## src/verilog/fcts_map.vh

```
/*
  command codes, cycle budgets and widths for the flash command timing sequencer.
  assumes inclusion by fcts_sequencer.v only.
*/
`ifndef FCTS_MAP_VH
`define FCTS_MAP_VH

// command codes
`define FCTS_CMD_VERIFY_ALL    8'h01
`define FCTS_CMD_VERIFY_BLOCK  8'h02
`define FCTS_CMD_VERIFY_PSECT  8'h03
`define FCTS_CMD_READ_ONCE     8'h04
`define FCTS_CMD_PROG_P        8'h06
`define FCTS_CMD_PROG_ONCE     8'h07
`define FCTS_CMD_ERASE_ALL     8'h08
`define FCTS_CMD_ERASE_PBLK    8'h09
`define FCTS_CMD_ERASE_PSECT   8'h0A
`define FCTS_CMD_UNSECURE      8'h0B
`define FCTS_CMD_KEY_VERIFY    8'h0C
`define FCTS_CMD_USER_MARGIN   8'h0D
`define FCTS_CMD_FIELD_MARGIN  8'h0E
`define FCTS_CMD_VERIFY_DSECT  8'h10
`define FCTS_CMD_PROG_D        8'h11
`define FCTS_CMD_ERASE_DSECT   8'h12

// bus-cycle budgets
`define FCTS_BUS_VERIFY_ALL    17'h08AAC
`define FCTS_BUS_VERIFY_PBLK   17'h082DC
`define FCTS_BUS_VERIFY_DBLK   17'h00AF0
`define FCTS_BUS_SECT_SETUP    17'h001C2
`define FCTS_BUS_READ_ONCE     17'h00190
`define FCTS_BUS_PROG_P        17'h007D0
`define FCTS_BUS_PROG_ONCE     17'h00866
`define FCTS_BUS_ERASE_ALL     17'h11170
`define FCTS_BUS_ERASE_PBLK    17'h105B8
`define FCTS_BUS_ERASE_SECT    17'h002BC
`define FCTS_BUS_KEY_VERIFY    17'h00190
`define FCTS_BUS_MARGIN        17'h0015E
`define FCTS_BUS_PROG_D_BASE   17'h001F4
`define FCTS_BUS_PROG_D_WORD   17'h0020D
`define FCTS_BUS_PROG_D_ROW    17'h00064
// bus-cycle setup before a sector scan
`define FCTS_BUS_SCAN_SETUP    17'h001C2

// units scanned by the whole-block checks
`define FCTS_SCAN_PBLK         16'h8000
`define FCTS_SCAN_DBLK         16'h0800

// operating-clock budgets
`define FCTS_OP_PROG_P         17'h000A4
`define FCTS_OP_ERASE_ALL      17'h18704
`define FCTS_OP_ERASE_PSECT    17'h04E34
`define FCTS_OP_ERASE_DSECT    17'h013A1
`define FCTS_OP_PROG_D_BASE    17'h0000E
`define FCTS_OP_PROG_D_WORD    17'h00036
`define FCTS_OP_PROG_D_ROW     17'h0000E

`define FCTS_CNT_W             17
`define FCTS_ZERO              17'h00000
`define FCTS_ONE               17'h00001

`endif

```

## src/verilog/fcts_sequencer.v

```verilog
/*
  flash command timing sequencer: decodes a command code, scans or waits for the
  timed number of bus and operating-clock cycles, then reports completion.
  assumes a same-clock requester and a flash array that returns one blank flag per
  scanned unit on the same clock.
*/
`timescale 1ns/100ps
`include "fcts_map.vh"

module fcts_sequencer (
  input  wire        core_clk,
  input  wire        rst,
  input  wire [7:0]  nvm_clock_divider,
  input  wire        cmd_valid,
  input  wire [7:0]  flash_command_code,
  input  wire        target_dflash,
  input  wire [15:0] unit_count,
  input  wire [2:0]  word_count,
  input  wire        row_cross,
  input  wire        blank_in,
  output wire        cmd_ready,
  output reg         busy,
  output reg         done,
  output reg         cmd_error,
  output reg         blank_fail,
  output reg         scan_active,
  output reg  [15:0] scan_addr,
  output reg         op_active,
  output reg         nvm_op_tick
);

  localparam [3:0] ST_IDLE = 4'b0001;
  localparam [3:0] ST_SETUP = 4'b0010;
  localparam [3:0] ST_SCAN = 4'b0100;
  localparam [3:0] ST_TIMED = 4'b1000;

  reg [3:0]              state_q;
  reg [3:0]              state_d;
  reg [7:0]              div_cnt_q;
  reg [`FCTS_CNT_W-1:0]  bus_cnt_q;
  reg [`FCTS_CNT_W-1:0]  op_cnt_q;
  reg [15:0]             scan_left_q;
  reg [`FCTS_CNT_W-1:0]  bus_need;
  reg [`FCTS_CNT_W-1:0]  op_need;
  reg                    scan_cmd;
  reg                    valid_cmd;
  reg [15:0]             scan_len;
  reg [`FCTS_CNT_W-1:0]  load_cnt;
  reg                    timed_last;
  wire                   launch;
  wire                   good_launch;
  wire                   bad_launch;

  function [`FCTS_CNT_W-1:0] times3;
    input [`FCTS_CNT_W-1:0] per;
    input [2:0]             n;
    begin
      times3 = (n[0] ? per : `FCTS_ZERO) + (n[1] ? {per[`FCTS_CNT_W-2:0], 1'b0} : `FCTS_ZERO)
             + (n[2] ? {per[`FCTS_CNT_W-3:0], 2'b00} : `FCTS_ZERO);
    end
  endfunction

  // setup part of a scan budget, never below one cycle
  function [`FCTS_CNT_W-1:0] budget_less;
    input [`FCTS_CNT_W-1:0] budget;
    input [15:0]            units;
    begin
      if (budget > {1'b0, units})
        budget_less = budget - {1'b0, units};
      else
        budget_less = `FCTS_ONE;
    end
  endfunction

  assign cmd_ready = (state_q == ST_IDLE);
  assign launch = cmd_valid & cmd_ready;
  assign good_launch = launch & valid_cmd;
  assign bad_launch = launch & ~valid_cmd;

  // budget lookup; frequency never checked
  always @* begin
    bus_need = `FCTS_ZERO;
    op_need = `FCTS_ZERO;
    scan_cmd = 1'b0;
    valid_cmd = 1'b1;
    scan_len = 16'h0000;
    load_cnt = `FCTS_ZERO;
    case (flash_command_code)
      `FCTS_CMD_VERIFY_ALL: begin
        bus_need = `FCTS_BUS_VERIFY_ALL;
        scan_cmd = 1'b1;
        scan_len = `FCTS_SCAN_PBLK;
        load_cnt = budget_less(bus_need, scan_len);
      end
      `FCTS_CMD_VERIFY_BLOCK: begin
        bus_need = target_dflash ? `FCTS_BUS_VERIFY_DBLK : `FCTS_BUS_VERIFY_PBLK;
        scan_cmd = 1'b1;
        scan_len = target_dflash ? `FCTS_SCAN_DBLK : `FCTS_SCAN_PBLK;
        load_cnt = budget_less(bus_need, scan_len);
      end
      `FCTS_CMD_VERIFY_PSECT, `FCTS_CMD_VERIFY_DSECT: begin
        bus_need = `FCTS_BUS_SECT_SETUP;
        scan_cmd = 1'b1;
        scan_len = unit_count;
        load_cnt = bus_need;
      end
      `FCTS_CMD_READ_ONCE: begin
        bus_need = `FCTS_BUS_READ_ONCE;
      end
      `FCTS_CMD_PROG_P: begin
        bus_need = `FCTS_BUS_PROG_P;
        op_need = `FCTS_OP_PROG_P;
      end
      `FCTS_CMD_PROG_ONCE: begin
        bus_need = `FCTS_BUS_PROG_ONCE;
        op_need = `FCTS_OP_PROG_P;
      end
      `FCTS_CMD_ERASE_ALL, `FCTS_CMD_UNSECURE: begin
        bus_need = `FCTS_BUS_ERASE_ALL;
        op_need = `FCTS_OP_ERASE_ALL;
      end
      `FCTS_CMD_ERASE_PBLK: begin
        bus_need = `FCTS_BUS_ERASE_PBLK;
        op_need = `FCTS_OP_ERASE_ALL;
      end
      `FCTS_CMD_ERASE_PSECT: begin
        bus_need = `FCTS_BUS_ERASE_SECT;
        op_need = `FCTS_OP_ERASE_PSECT;
      end
      `FCTS_CMD_KEY_VERIFY: begin
        bus_need = `FCTS_BUS_KEY_VERIFY;
      end
      `FCTS_CMD_USER_MARGIN, `FCTS_CMD_FIELD_MARGIN: begin
        bus_need = `FCTS_BUS_MARGIN;
      end
      `FCTS_CMD_PROG_D: begin
        bus_need = `FCTS_BUS_PROG_D_BASE + times3(`FCTS_BUS_PROG_D_WORD, word_count)
                 + (row_cross ? `FCTS_BUS_PROG_D_ROW : `FCTS_ZERO);
        op_need = `FCTS_OP_PROG_D_BASE + times3(`FCTS_OP_PROG_D_WORD, word_count)
                + (row_cross ? `FCTS_OP_PROG_D_ROW : `FCTS_ZERO);
      end
      `FCTS_CMD_ERASE_DSECT: begin
        bus_need = `FCTS_BUS_ERASE_SECT;
        op_need = `FCTS_OP_ERASE_DSECT;
      end
      default: begin
        valid_cmd = 1'b0;
      end
    endcase
    if (!scan_cmd)
      load_cnt = bus_need;
  end

  // divided tick, runs always
  always @(posedge core_clk) begin
    if (rst) begin
      div_cnt_q <= 8'h00;
      nvm_op_tick <= 1'b0;
    end else if (div_cnt_q >= nvm_clock_divider) begin
      div_cnt_q <= 8'h00;
      nvm_op_tick <= 1'b1;
    end else begin
      div_cnt_q <= div_cnt_q + 8'h01;
      nvm_op_tick <= 1'b0;
    end
  end

  // last timed cycle: bus part spent, operating part spent or on its final tick
  always @* begin
    timed_last = 1'b0;
    if (op_cnt_q == `FCTS_ZERO && bus_cnt_q <= `FCTS_ONE)
      timed_last = 1'b1;
    if (op_cnt_q == `FCTS_ONE && bus_cnt_q == `FCTS_ZERO && nvm_op_tick)
      timed_last = 1'b1;
  end

  always @* begin
    state_d = state_q;
    case (state_q)
      ST_IDLE: begin
        if (good_launch && scan_cmd)
          state_d = ST_SETUP;
        else if (good_launch)
          state_d = ST_TIMED;
      end
      ST_SETUP: begin
        if (bus_cnt_q <= `FCTS_ONE && scan_left_q == 16'h0000)
          state_d = ST_IDLE;
        else if (bus_cnt_q <= `FCTS_ONE)
          state_d = ST_SCAN;
      end
      ST_SCAN: begin
        if (!blank_in || scan_left_q <= 16'h0001)
          state_d = ST_IDLE;
      end
      ST_TIMED: begin
        if (timed_last)
          state_d = ST_IDLE;
      end
      default: begin
        state_d = ST_IDLE;
      end
    endcase
  end

  always @(posedge core_clk) begin
    if (rst)
      state_q <= ST_IDLE;
    else
      state_q <= state_d;
  end

  // bus part first, then the operating part, so the two times add up
  always @(posedge core_clk) begin
    if (rst) begin
      bus_cnt_q <= `FCTS_ZERO;
      op_cnt_q <= `FCTS_ZERO;
      scan_left_q <= 16'h0000;
      scan_addr <= 16'h0000;
    end else begin
      case (state_q)
        ST_IDLE: begin
          if (good_launch) begin
            bus_cnt_q <= load_cnt;
            op_cnt_q <= op_need;
            scan_left_q <= scan_len;
            scan_addr <= 16'h0000;
          end
        end
        ST_SETUP: begin
          bus_cnt_q <= bus_cnt_q - `FCTS_ONE;
        end
        ST_SCAN: begin
          scan_addr <= scan_addr + 16'h0001;
          scan_left_q <= scan_left_q - 16'h0001;
        end
        ST_TIMED: begin
          if (bus_cnt_q != `FCTS_ZERO)
            bus_cnt_q <= bus_cnt_q - `FCTS_ONE;
          else if (op_cnt_q != `FCTS_ZERO && nvm_op_tick)
            op_cnt_q <= op_cnt_q - `FCTS_ONE;
        end
        default: begin
          bus_cnt_q <= `FCTS_ZERO;
          op_cnt_q <= `FCTS_ZERO;
        end
      endcase
    end
  end

  always @(posedge core_clk) begin
    if (rst) begin
      busy <= 1'b0;
      done <= 1'b0;
      cmd_error <= 1'b0;
      blank_fail <= 1'b0;
      scan_active <= 1'b0;
      op_active <= 1'b0;
    end else begin
      done <= 1'b0;
      case (state_q)
        ST_IDLE: begin
          if (launch) begin
            cmd_error <= bad_launch;
            done <= bad_launch;
            blank_fail <= 1'b0;
            busy <= good_launch;
            op_active <= good_launch & ~scan_cmd;
          end
        end
        ST_SETUP: begin
          if (state_d == ST_SCAN)
            scan_active <= 1'b1;
          if (state_d == ST_IDLE) begin
            busy <= 1'b0;
            done <= 1'b1;
          end
        end
        ST_SCAN: begin
          if (state_d == ST_IDLE) begin
            blank_fail <= ~blank_in;
            scan_active <= 1'b0;
            busy <= 1'b0;
            done <= 1'b1;
          end
        end
        ST_TIMED: begin
          if (state_d == ST_IDLE) begin
            op_active <= 1'b0;
            busy <= 1'b0;
            done <= 1'b1;
          end
        end
        default: begin
          busy <= 1'b0;
          scan_active <= 1'b0;
          op_active <= 1'b0;
        end
      endcase
    end
  end

endmodule // fcts_sequencer

```

## config.mk

```make
export PLATFORM = sky130hd
export DESIGN_NAME = fcts_sequencer
export DESIGN_NICKNAME = d
export VERILOG_FILES = /design/src/verilog/fcts_sequencer.v
export VERILOG_INCLUDE_DIRS = /design/src /design/src/verilog
export SDC_FILE = /design/constraint.sdc
export NUM_CORES = 1
export LEC_CHECK = 0
export ABC_AREA = 1
export BUFFER_PORTS_ARGS = -buffer_cell sky130_fd_sc_hd__buf_4
export CORE_AREA = 2 2 109 111
export DETAILED_ROUTE_END_ITERATION = 10
export DIE_AREA = 0 0 111 113
export PLACE_DENSITY = 0.8
export SLEW_MARGIN = 5
export SYNTH_ARGS = -nofsm -noshare
export SYNTH_HDL_FRONTEND = slang
export SYNTH_SLANG_ARGS = --single-unit
```

## constraint.sdc

```tcl
create_clock -name core_clk -period 3.83 [get_ports core_clk]
set_clock_uncertainty 0.2 [all_clocks]
set_input_delay 0.5745 -clock core_clk [delete_from_list [all_inputs] [get_ports core_clk]]
set_output_delay 0.5745 -clock core_clk [all_outputs]
set_load 0.05 [all_outputs]
```

==> results.ini, run 1 <==
[run]
cap_violations=0

[timing]
rsz0062_at_grt=false
worstMarginPinSlew_ns=0.714
clock.fmax_mhz=324
setup_ws_ns=0.747
period_share_pct=80.5
relSlewSlack_pct=52.4
hold_viol=0
setup-violations-final=0
maxSlewViolCount=0
period_needed_ns=3.08
setup-tns-final_ns=0

[layout]
diodes=0
design_area_um2=7300
drive_above_1_share_pct=13.0
utilization_pct=64.7
stdcell_count=1178
nNetsFinal=1124
area_growth_pct=14.4

[min_path]
hold_class=reg -> reg

[placed_design]
dp_slack_ns=0.376
gp_congestion=0.931
port_buffers=64
dp.cells=1162
dp_hpwl_mm=12.1
post_dp_cell_area_um2=6940

[setup_path]
critPathCapture=op_cnt_q[9]
worstSetupEndpointType=flip-flop
critPathMaxFanout=6
critPathKind=in -> reg
r2r_slack_ns=1.34
reg2reg_from=state_q[1]
startpoint_type=input pin
reg2regPathDepth=11
reg2reg_to=op_cnt_q[16]
crit_required_ns=3.86
crit_start=word_count[2]
arrival_ns=3.11

[grt]
grt-ovfl-total=0
grt_pass1_wl_mm=27.7
grt_pass1_vias=6087
antenna_found_initial=0
grt_max_degree=36
groute.usage.overall_pct=26.7

[synthesis]
synthFlopType=dfxtp_1
ys_seq_elements=85
synth_seq_area_share_pct=26.7
netlist_area_um2=6380
synthArstFlopShare_pct=0
synthesis.nets=1070
synth_edf_count=0
synth_warnings=0
avgSynthCellArea_um2=6.53
ys_types=50
syn_inst=976

[power_and_ir_drop]
p_switching_uw=857
pwr-share-comb_pct=25.2
leakage_nw=3.48
swShare_pct=32.0
vdd_drop_max_v=0.000400
p_clk_share_pct=38.9
p_int_mw=1.82
power_frac_seq_pct=35.9
power_density_nw_per_um2=367

[drt]
drt_iter0_drc=587
vias=6632
wl_per_cell_um=14.0
routed_wl_mm=16.4
avgViaCountPerCell=5.63
drtAntennaViolNets=0
firstDrtPassIters=5
drc=0

[clocking]
postCtsHoldBufs=0
cts_buffers=9
clock-sinks=85
post_cts_buffers=0
cts_buffer_depth=2
clk_latency_ns=0.35
cts_tree=done
cts_resized=0
clockRootBuffer=clkbuf_16
cts_max_level=3
clkTransAtPathRegs_ns=0.06

[die]
start_util_pct=56.6
die-area_um2=12500
rows=39
core_area_um2=11300
die_h_um=113
io_pins=65
die_x_um=111

[status]
status=completed

[power groups by stage]
stage          Sequential, mW  Combinational [mW]  Clock (mW)
2_1_floorplan           0.978               0.495           0
3_3_place_gp            0.978               0.646           0
3_5_place_dp            0.978               0.658           0
4_1_cts                 0.959               0.666        1.06
5_1_grt                 0.965               0.767        1.09
6_report                0.960               0.675        1.04
[worst min-delay path by stage]
stage,startpoint,end,slack [ns],cells past startpoint
2_1_floorplan,div_cnt_q[0],div_cnt_q[0],0.23,1
3_3_place_gp,div_cnt_q[0],div_cnt_q[0],0.25,1
3_5_place_dp,div_cnt_q[0],div_cnt_q[0],0.26,1
4_1_cts,div_cnt_q[0],div_cnt_q[0],0.27,1
5_1_grt,unit_count[0],scan_left_q[0],0.29,3
6_report,div_cnt_q[0],div_cnt_q[0],0.27,1
[worst max-delay path: stages]
cell and delay (ns):
buf_4 0.14, inv_1 0.19, ha_1 0.32, fa_1 0.52, inv_1 0.04, ha_1 0.21, fa_1 0.41, a21oi_1 0.14
o21a_1 0.14, nor2_1 0.05, o21ai_0 0.14, a31o_2 0.17, a31oi_1 0.07
[stage by stage]
step	hold slack (ns)	power (mW)
after global placement	0.254	1.62
final	0.266	2.68
after detailed placement	0.261	1.64
after floorplan	0.230	1.47
after global routing	0.289	2.82
after CTS	0.275	2.69
[state kept, by name, summed over array words and instances (netlist names), 4 cells and up]
signal       count
bus_cnt_q       17
op_cnt_q        17
scan_addr       16
scan_left_q     16
div_cnt_q        8
state_q          4
[logic make-up (layout without fill, tap and decap cells)]
| group | after synthesis | after routing | share of synthesized area, % |
|---|---|---|---|
| and+or+nand+nor | 441 | 441 | 31.4 |
| AOI/OAI and AO/OA | 224 | 224 | 19.6 |
| buffers and inverters | 165 | 224 | 10.3 |
| DFF | 85 | 85 | 26.7 |
| adders and majority gates | 53 | 53 | 11.0 |
| xor gates and xnor gates | 8 | 8 | 1.10 |
[cell usage after synthesis (4+ instances only)]
cell / instances / area share (%)
xor2_1: 4 / 0.55
nand3b_1: 4 / 0.47
o31ai_1: 4 / 0.47
nor2_1: 120 / 7.1
nand2_1: 166 / 9.8
inv_1: 131 / 7.7
nor2_2: 10 / 0.98
nand2_4: 5 / 0.88
o21ai_1: 15 / 1.2
dfxtp_1: 85 / 27
clkbuf_1: 16 / 0.94
o21ai_0: 69 / 5.4
ha_1: 48 / 9.4
a21oi_1: 78 / 6.1
o22ai_1: 4 / 0.39
buf_2: 5 / 0.39
fa_1: 5 / 1.6
xnor2_1: 4 / 0.55
or2_2: 14 / 1.4
inv_2: 6 / 0.35
nand3_1: 67 / 5.3
nand2_2: 4 / 0.39
nand4_1: 18 / 1.8
a31oi_1: 30 / 2.9
o211ai_1: 5 / 0.59
nor3_1: 21 / 1.6
[cells in the final DEF, fill, tap and decap left out, types with 3 or more instances in the layout]
cell type and count:
nor4_1 3, fa_1 5, or2_2 14, xnor2_1 4, buf_4 69, inv_1 131
nand4_1 18, nand2_4 5, o21ai_0 69, a21oi_1 78, nor3_1 21, clkbuf_16 9
ha_1 48, o21ai_1 15, nor2_1 120, nand2_2 4, inv_2 6, xor2_1 4
o211ai_1 5, bufinv_16 3, o31ai_1 4, nor2_2 10, a211oi_1 3, nand3_1 67
a21o_1 3, dfxtp_1 85, inv_6 3, a31oi_1 30, nand2_1 166, o22ai_1 4
nand3b_1 4
[area by class of cell]
type | instances | area, um^2
multi-input combinational | 726 | 4020
fill | 1055 | 3980
sequential | 85 | 1700
inverter | 139 | 527
timing repair buffer | 69 | 518
clock buffer | 9 | 225
tap | 143 | 179
clock inverter | 7 | 128
[routing by layer]
| metal | up-vias | share of wire [%] | track usage (%) |
|---|---|---|---|
| met4 | 0 | 1.0 | 6.58 |
| met1 | 3027 | 45 | 33.8 |
| li1 | 3376 | - | - |
| met3 | 18 | 6.0 | 5.14 |
| met5 | - | 0 | 0 |
| met2 | 211 | 48 | 47.0 |
(Power assumes the default switching activity.)
==> run 2, diff against run 1 <==
Clock period 3.83 ns to 3 ns, I/O delays scaled along.
==> results.ini, run 2 (synthesized netlist as in run 1, its figures left out) <==
[drt]
drtAntennaViolNets=0  ; unchanged
wl_per_cell_um=13.4  ; was 14.0 um
routed_wl_mm=16.1  ; was 16.4 mm
avgViaCountPerCell=5.54  ; was 5.63
drt_iter0_drc=499  ; was 587
firstDrtPassIters=7  ; was 5
drc=0  ; unchanged
vias=6641  ; was 6,632

[placed_design]
dp.cells=1185  ; was 1,162
dp_hpwl_mm=12.0  ; was 12.1 mm
port_buffers=64  ; unchanged
gp_congestion=0.916  ; was 0.931
post_dp_cell_area_um2=7120  ; was 6940 um^2

[min_path]
hp-start=unit_count[0]  ; was div_cnt_q[0]
whs_path_depth=3  ; was 1
hold_class=in -> reg  ; was reg -> reg
whs_endpoint=scan_left_q[0]  ; was div_cnt_q[0]

[grt]
grt_max_degree=36  ; unchanged
grt-ovfl-total=0  ; unchanged
grt_pass1_wl_mm=27.7  ; about the same
groute.usage.overall_pct=26.4  ; was 26.7%
antenna_found_initial=0  ; unchanged
grt_pass1_vias=6095  ; was 6,087

[die]
core_area_um2=11300  ; unchanged
die_h_um=113  ; unchanged
die_x_um=111  ; unchanged
start_util_pct=56.6  ; unchanged
io_pins=65  ; unchanged
rows=39  ; unchanged
die-area_um2=12500  ; unchanged

[power_and_ir_drop]
p_clk_share_pct=33.9  ; was 38.9%
power_frac_seq_pct=38.2  ; was 35.9%
vdd_drop_max_v=0.000295  ; was 0.000400 V
power_density_nw_per_um2=434  ; was 367 nW/um^2
swShare_pct=31.9  ; was 32.0%
p_int_mw=2.19  ; was 1.82 mW
pwr-share-comb_pct=27.9  ; was 25.2%
p_switching_mw=1.03  ; was 857 uW
leakage_nw=3.56  ; was 3.48 nW

[timing]
worstMarginPinSlew_ns=0.731  ; was 0.714 ns
rsz0062_at_grt=false  ; unchanged
setup-violations-final=0  ; unchanged
relSlewSlack_pct=51.2  ; was 52.4%
period_needed_ns=2.76
maxSlewViolCount=0  ; unchanged
setup-tns-final_ns=0  ; unchanged
period_share_pct=92.0
clock.fmax_mhz=362
hold_viol=0  ; unchanged

[layout]
stdcell_count=1199  ; was 1,178
drive_above_1_share_pct=14.8  ; was 13.0%
design_area_um2=7400  ; was 7300 um^2
area_growth_pct=16.1  ; was 14.4%
diodes=0  ; unchanged
final_cell_mix=nand2_1 (166), inv_1 (131), nor2_1 (120), buf_4 (92), dfxtp_1 (85)  ; was nand2_1 (166), inv_1 (131), nor2_1 (120), dfxtp_1 (85), a21oi_1 (78)
reg.largest.list=bus_cnt_q x17, op_cnt_q x17  ; unchanged
nNetsFinal=1147  ; was 1,124
final_common_cell=nand2_1  ; unchanged
utilization_pct=65.7  ; was 64.7%

[setup_path]
crit_family=adder cells  ; unchanged
crit_required_ns=3.06  ; was 3.86 ns
max_stage_delay_ns=0.51  ; was 0.52 ns
reg2reg_to=op_cnt_q[7]  ; was op_cnt_q[16]
r2r_slack_ns=0.76  ; was 1.34 ns
path_cells=buf_4, inv_1, ha_1, fa_1, inv_1, ha_1, fa_2, a21oi_2, o21a_1, nor2_1, nor2_1, nand2_1, nand3_1, nand2_1, a31oi_1  ; was buf_4, inv_1, ha_1, fa_1, inv_1, ha_1, fa_1, a21oi_1, o21a_1, nor2_1, o21ai_0, a31o_2, a31oi_1
path_buf_inv=3  ; unchanged
startpoint_type=input pin  ; unchanged
reg2regPathDepth=12  ; was 11
crit_start=word_count[1]  ; was word_count[2]
worstSetupEndpointType=flip-flop  ; unchanged
worst-path-stages=15  ; was 13
critPathMaxFanout=3  ; was 6
arrival_ns=2.82  ; was 3.11 ns
critPathKind=in -> reg  ; unchanged
reg2reg_from=bus_cnt_q[0]  ; was state_q[1]
slowest_stage=fa_1  ; unchanged

[clocking]
clockRootBuffer=clkbuf_16  ; unchanged
cts_buffers=9  ; unchanged
cts_tree=done  ; unchanged
post_cts_buffers=0  ; unchanged
clk_latency_ns=0.34  ; was 0.35 ns
clkTransAtPathRegs_ns=0.06  ; about the same
clock-sinks=85  ; unchanged
cts_max_level=3  ; unchanged
cts_buffer_depth=2  ; unchanged
postCtsHoldBufs=0  ; unchanged

[status]
status=completed  ; unchanged

[run]
cap_violations=0  ; unchanged

==> run 2: changes by cell type in the layout (fill, tap and decap cells not counted), sizes merged <==
cell	change
bufinv	-2
clkinv	+1
clkbuf	+3
buf	+23
inv	-4
==> run 2: what timing repair did <==
action	in CTS	in global routing
endpoints found under the setup margin	0	4
resized for setup	0	3
hold endpoints to repair	0	0
==> run 2: area by class of cell <==
cell class	instances	area (um^2)
Inverter	139	527
Multi-Input combinational cell	726	4020
Timing Repair Buffer	92	691
Sequential cell	85	1700
Tap cell	143	179
Clock buffer	12	246
Fill cell	1039	3870
Clock inverter	2	35.0
==> run 2: per-stage QoR <==
stage,power (mW),worst slack [ns],hold WS [ns]
after floorplan,1.88,0.00472,0.230
after global placement,2.11,-0.0807,0.249
after detailed placement,2.13,-0.136,0.255
after CTS,3.22,0.212,0.166
after global routing,3.41,0.0252,0.169
final,3.21,0.240,0.171
==> run 2: metal layers <==
| layer | share of wire [%] | wire [um] | track usage (%) | up-vias |
|---|---|---|---|---|
| met1 | 47 | 7510 | 35.1 | 3011 |
| met4 | 1.8 | 296 | 8.42 | 0 |
| li1 | - | - | - | 3416 |
| met3 | 5.7 | 924 | 4.18 | 24 |
| met2 | 46 | 7390 | 44.3 | 190 |
| met5 | 0 | 0 | 0 | - |
==> run 2: worst register-to-register path, delay by kind of cell (launching register included) <==
| family | cells | cell delay (ns) |
|---|---|---|
| fa+ha+maj | 1 | 0.19 |
| flops | 1 | 0.36 |
| simple gates | 7 | 0.75 |
| compound gates | 2 | 0.27 |
| buf+inv | 2 | 0.38 |
==> run 2: worst max-delay path by stage <==
| stage | endpoint | slack (ns) |
|---|---|---|
| after floorplan | op_cnt_q[9] | 0.005 |
| after global routing | op_cnt_q[7] | 0.03 |
| after CTS | op_cnt_q[9] | 0.21 |
| after global placement | op_cnt_q[9] | -0.08 |
| after detailed placement | op_cnt_q[9] | -0.14 |
| final | op_cnt_q[7] | 0.24 |
==> run 2: power groups by stage <==
stage | sequential (mW) | combinational [mW] | clock (mW)
detailed placement | 1.25 | 0.879 | 0
CTS | 1.23 | 0.886 | 1.11
global route | 1.23 | 1.02 | 1.16
finish | 1.23 | 0.897 | 1.09
global placement | 1.25 | 0.864 | 0
floorplan | 1.25 | 0.632 | 0
==> run 3, diff against run 2 <==
Settings changed: BUFFER_PORTS_ARGS -buffer_cell sky130_fd_sc_hd__buf_4 to -buffer_cell sky130_fd_sc_hd__clkbuf_2.
==> results.ini, run 3 (synthesized netlist as in run 1, its figures left out) <==
[drt]
routed_wl_mm=16.1  ; about the same
vias=6629  ; was 6,641
drt_iter0_drc=531  ; was 499
avgViaCountPerCell=5.52  ; was 5.54
drtAntennaViolNets=0  ; unchanged
wl_per_cell_um=13.4  ; about the same
drc=0  ; unchanged
firstDrtPassIters=5  ; was 7

[setup_path]
crit_required_ns=3.05  ; was 3.06 ns
arrival_ns=2.84  ; was 2.82 ns
startpoint_type=input pin  ; unchanged
r2r_slack_ns=0.69  ; was 0.76 ns
critPathKind=in -> reg  ; unchanged
reg2reg_from=state_q[1]  ; was bus_cnt_q[0]
reg2reg_to=busy  ; was op_cnt_q[7]
worstSetupEndpointType=flip-flop  ; unchanged
reg2regPathDepth=11  ; was 12
critPathMaxFanout=4  ; was 3

[timing]
period_share_pct=93.1  ; was 92.0%
clock.fmax_mhz=358  ; was 362 MHz
maxSlewViolCount=0  ; unchanged
worstMarginPinSlew_ns=0.721  ; was 0.731 ns
hold_viol=0  ; unchanged
relSlewSlack_pct=51.9  ; was 51.2%
setup_ws_ns=0.207  ; was 0.240 ns
setup-violations-final=0  ; unchanged
rsz0062_at_grt=false  ; unchanged
period_needed_ns=2.79  ; was 2.76 ns
fin_hold_ws_ns=0.129  ; was 0.171 ns

[layout]
nNetsFinal=1147  ; unchanged
diodes=0  ; unchanged
area_growth_pct=14.0  ; was 16.1%
drive_above_1_share_pct=15.1  ; was 14.8%
final_cell_mix=nand2_1 (166), inv_1 (131), nor2_1 (120), dfxtp_1 (85), a21oi_1 (76)  ; was nand2_1 (166), inv_1 (131), nor2_1 (120), buf_4 (92), dfxtp_1 (85)
design_area_um2=7270  ; was 7400 um^2
reg.largest.list=bus_cnt_q x17, op_cnt_q x17  ; unchanged
num-fill-cells=1051  ; was 1,039
final_common_cell=nand2_1  ; unchanged

[die]
die-area_um2=12500  ; unchanged
die_h_um=113  ; unchanged
die_x_um=111  ; unchanged
io_pins=65  ; unchanged
start_util_pct=56.6  ; unchanged
rows=39  ; unchanged
core_area_um2=11300  ; unchanged

[grt]
grt-ovfl-total=0  ; unchanged
grt_max_degree=35  ; was 36
grt_pass1_vias=5955  ; was 6,095
groute.usage.overall_pct=25.7  ; was 26.4%
antenna_found_initial=0  ; unchanged
grt_pass1_wl_mm=26.9  ; was 27.7 mm

[clocking]
post_cts_buffers=0  ; unchanged
postCtsHoldBufs=0  ; unchanged
clkTransAtPathRegs_ns=0.07  ; was 0.06 ns
cts_max_level=3  ; unchanged
clock-sinks=85  ; unchanged
cts_buffer_depth=2  ; unchanged
clk_latency_ns=0.36  ; was 0.34 ns
cts_tree=done  ; unchanged
cts_buffers=9  ; unchanged
clockRootBuffer=clkbuf_16  ; unchanged

[power_and_ir_drop]
power_frac_seq_pct=37.5  ; was 38.2%
p_switching_mw=1.08  ; was 1.03 mW
pwr-share-comb_pct=26.8  ; was 27.9%
swShare_pct=33.2  ; was 31.9%
p_int_mw=2.18  ; was 2.19 mW
power_density_nw_per_um2=449  ; was 434 nW/um^2
p_clk_share_pct=35.6  ; was 33.9%
vdd_drop_max_v=0.000513  ; was 0.000295 V
leakage_nw=3.53  ; was 3.56 nW

[placed_design]
post_dp_cell_area_um2=6960  ; was 7120 um^2
dp_slack_ns=-0.152  ; was -0.136 ns
dp_hpwl_mm=12.0  ; about the same
gp_congestion=0.916  ; about the same
port_buffers=64  ; unchanged

[min_path]
hp-start=unit_count[1]  ; was unit_count[0]
whs_endpoint=scan_left_q[1]  ; was scan_left_q[0]
hold_class=in -> reg  ; unchanged
whs_path_depth=3  ; unchanged

[status]
status=completed  ; unchanged

[run]
cap_violations=0  ; unchanged

## run 3: cell types whose count changed in the layout (fill, tap and decap cells not counted), moves of 2 or more
| cell | previous run | this run |
|---|---|---|
| clkbuf_2 | 0 | 64 |
| clkbuf_1 | 2 | 0 |
| buf_4 | 92 | 28 |
| inv_6 | 0 | 2 |
## run 3: layer usage
metal / routed length, um / track usage (%) / up-vias
li1: - / - / 3415
met1: 7370 / 33.3 / 2989
met2: 7470 / 44.0 / 198
met3: 959 / 5.20 / 27
met4: 267 / 6.58 / 0
met5: 0 / 0 / -
## run 3: worst max-delay path by stage
stage	end	slack [ns]	start	depth (start not counted)
3_5_place_dp	op_cnt_q[9]	-0.15	word_count[1]	13
3_3_place_gp	op_cnt_q[9]	-0.10	word_count[1]	13
6_report	bus_cnt_q[12]	0.21	word_count[1]	18
4_1_cts	op_cnt_q[9]	0.20	word_count[1]	13
2_1_floorplan	op_cnt_q[9]	0.005	word_count[2]	12
5_1_grt	bus_cnt_q[12]	0.02	word_count[1]	18
## run 3: worst max-delay path: stages
cell	delay [ns]
clkbuf_2	0.09
inv_1	0.06
ha_1	0.22
fa_1	0.48
inv_1	0.04
ha_1	0.33
a21oi_1	0.18
nand2_1	0.09
nand2_1	0.09
nand2_1	0.05
nand2_1	0.05
nand2_1	0.09
a21oi_2	0.15
inv_1	0.06
a21oi_1	0.14
o21ai_0	0.10
nor2_1	0.12
nor2_1	0.05
## run 3: layout make-up
| class | instances | area, um^2 | area share, % |
|---|---|---|---|
| inverters | 139 | 527 | 7.24 |
| well taps | 143 | 179 | 2.46 |
| multi-input cells | 726 | 4030 | 55.4 |
| clock buffers | 10 | 239 | 3.29 |
| repair buffers | 92 | 531 | 7.30 |
| clock inverters | 6 | 68.8 | 0.946 |
| flip-flops and latches | 85 | 1700 | 23.4 |
## run 3: timing repair
item / CTS / global route
setup endpoints to repair: 0 / 5
endpoints found under the hold margin: 0 / 0
resized for setup: 0 / 4
## run 3: metrics by stage
step | instances | power, mW | utilization, % | setup TNS [ns]
CTS | 1201 | 3.27 | 64.4 | 0
detailed placement | 1185 | 2.11 | 61.7 | -0.524
global placement | 1185 | 2.09 | 61.7 | -0.241
finish | 1201 | 3.27 | 64.5 | 0
floorplan | 976 | 1.88 | - | 0
global route | 1201 | 3.45 | 64.5 | 0
## run 3: power by group through the flow
stage / Sequential [mW] / Combinational, mW / Clock (mW)
floorplan: 1.25 / 0.632 / 0
global placement: 1.25 / 0.842 / 0
detailed placement: 1.25 / 0.857 / 0
CTS: 1.22 / 0.865 / 1.18
global route: 1.23 / 1.00 / 1.22
finish: 1.23 / 0.877 / 1.16
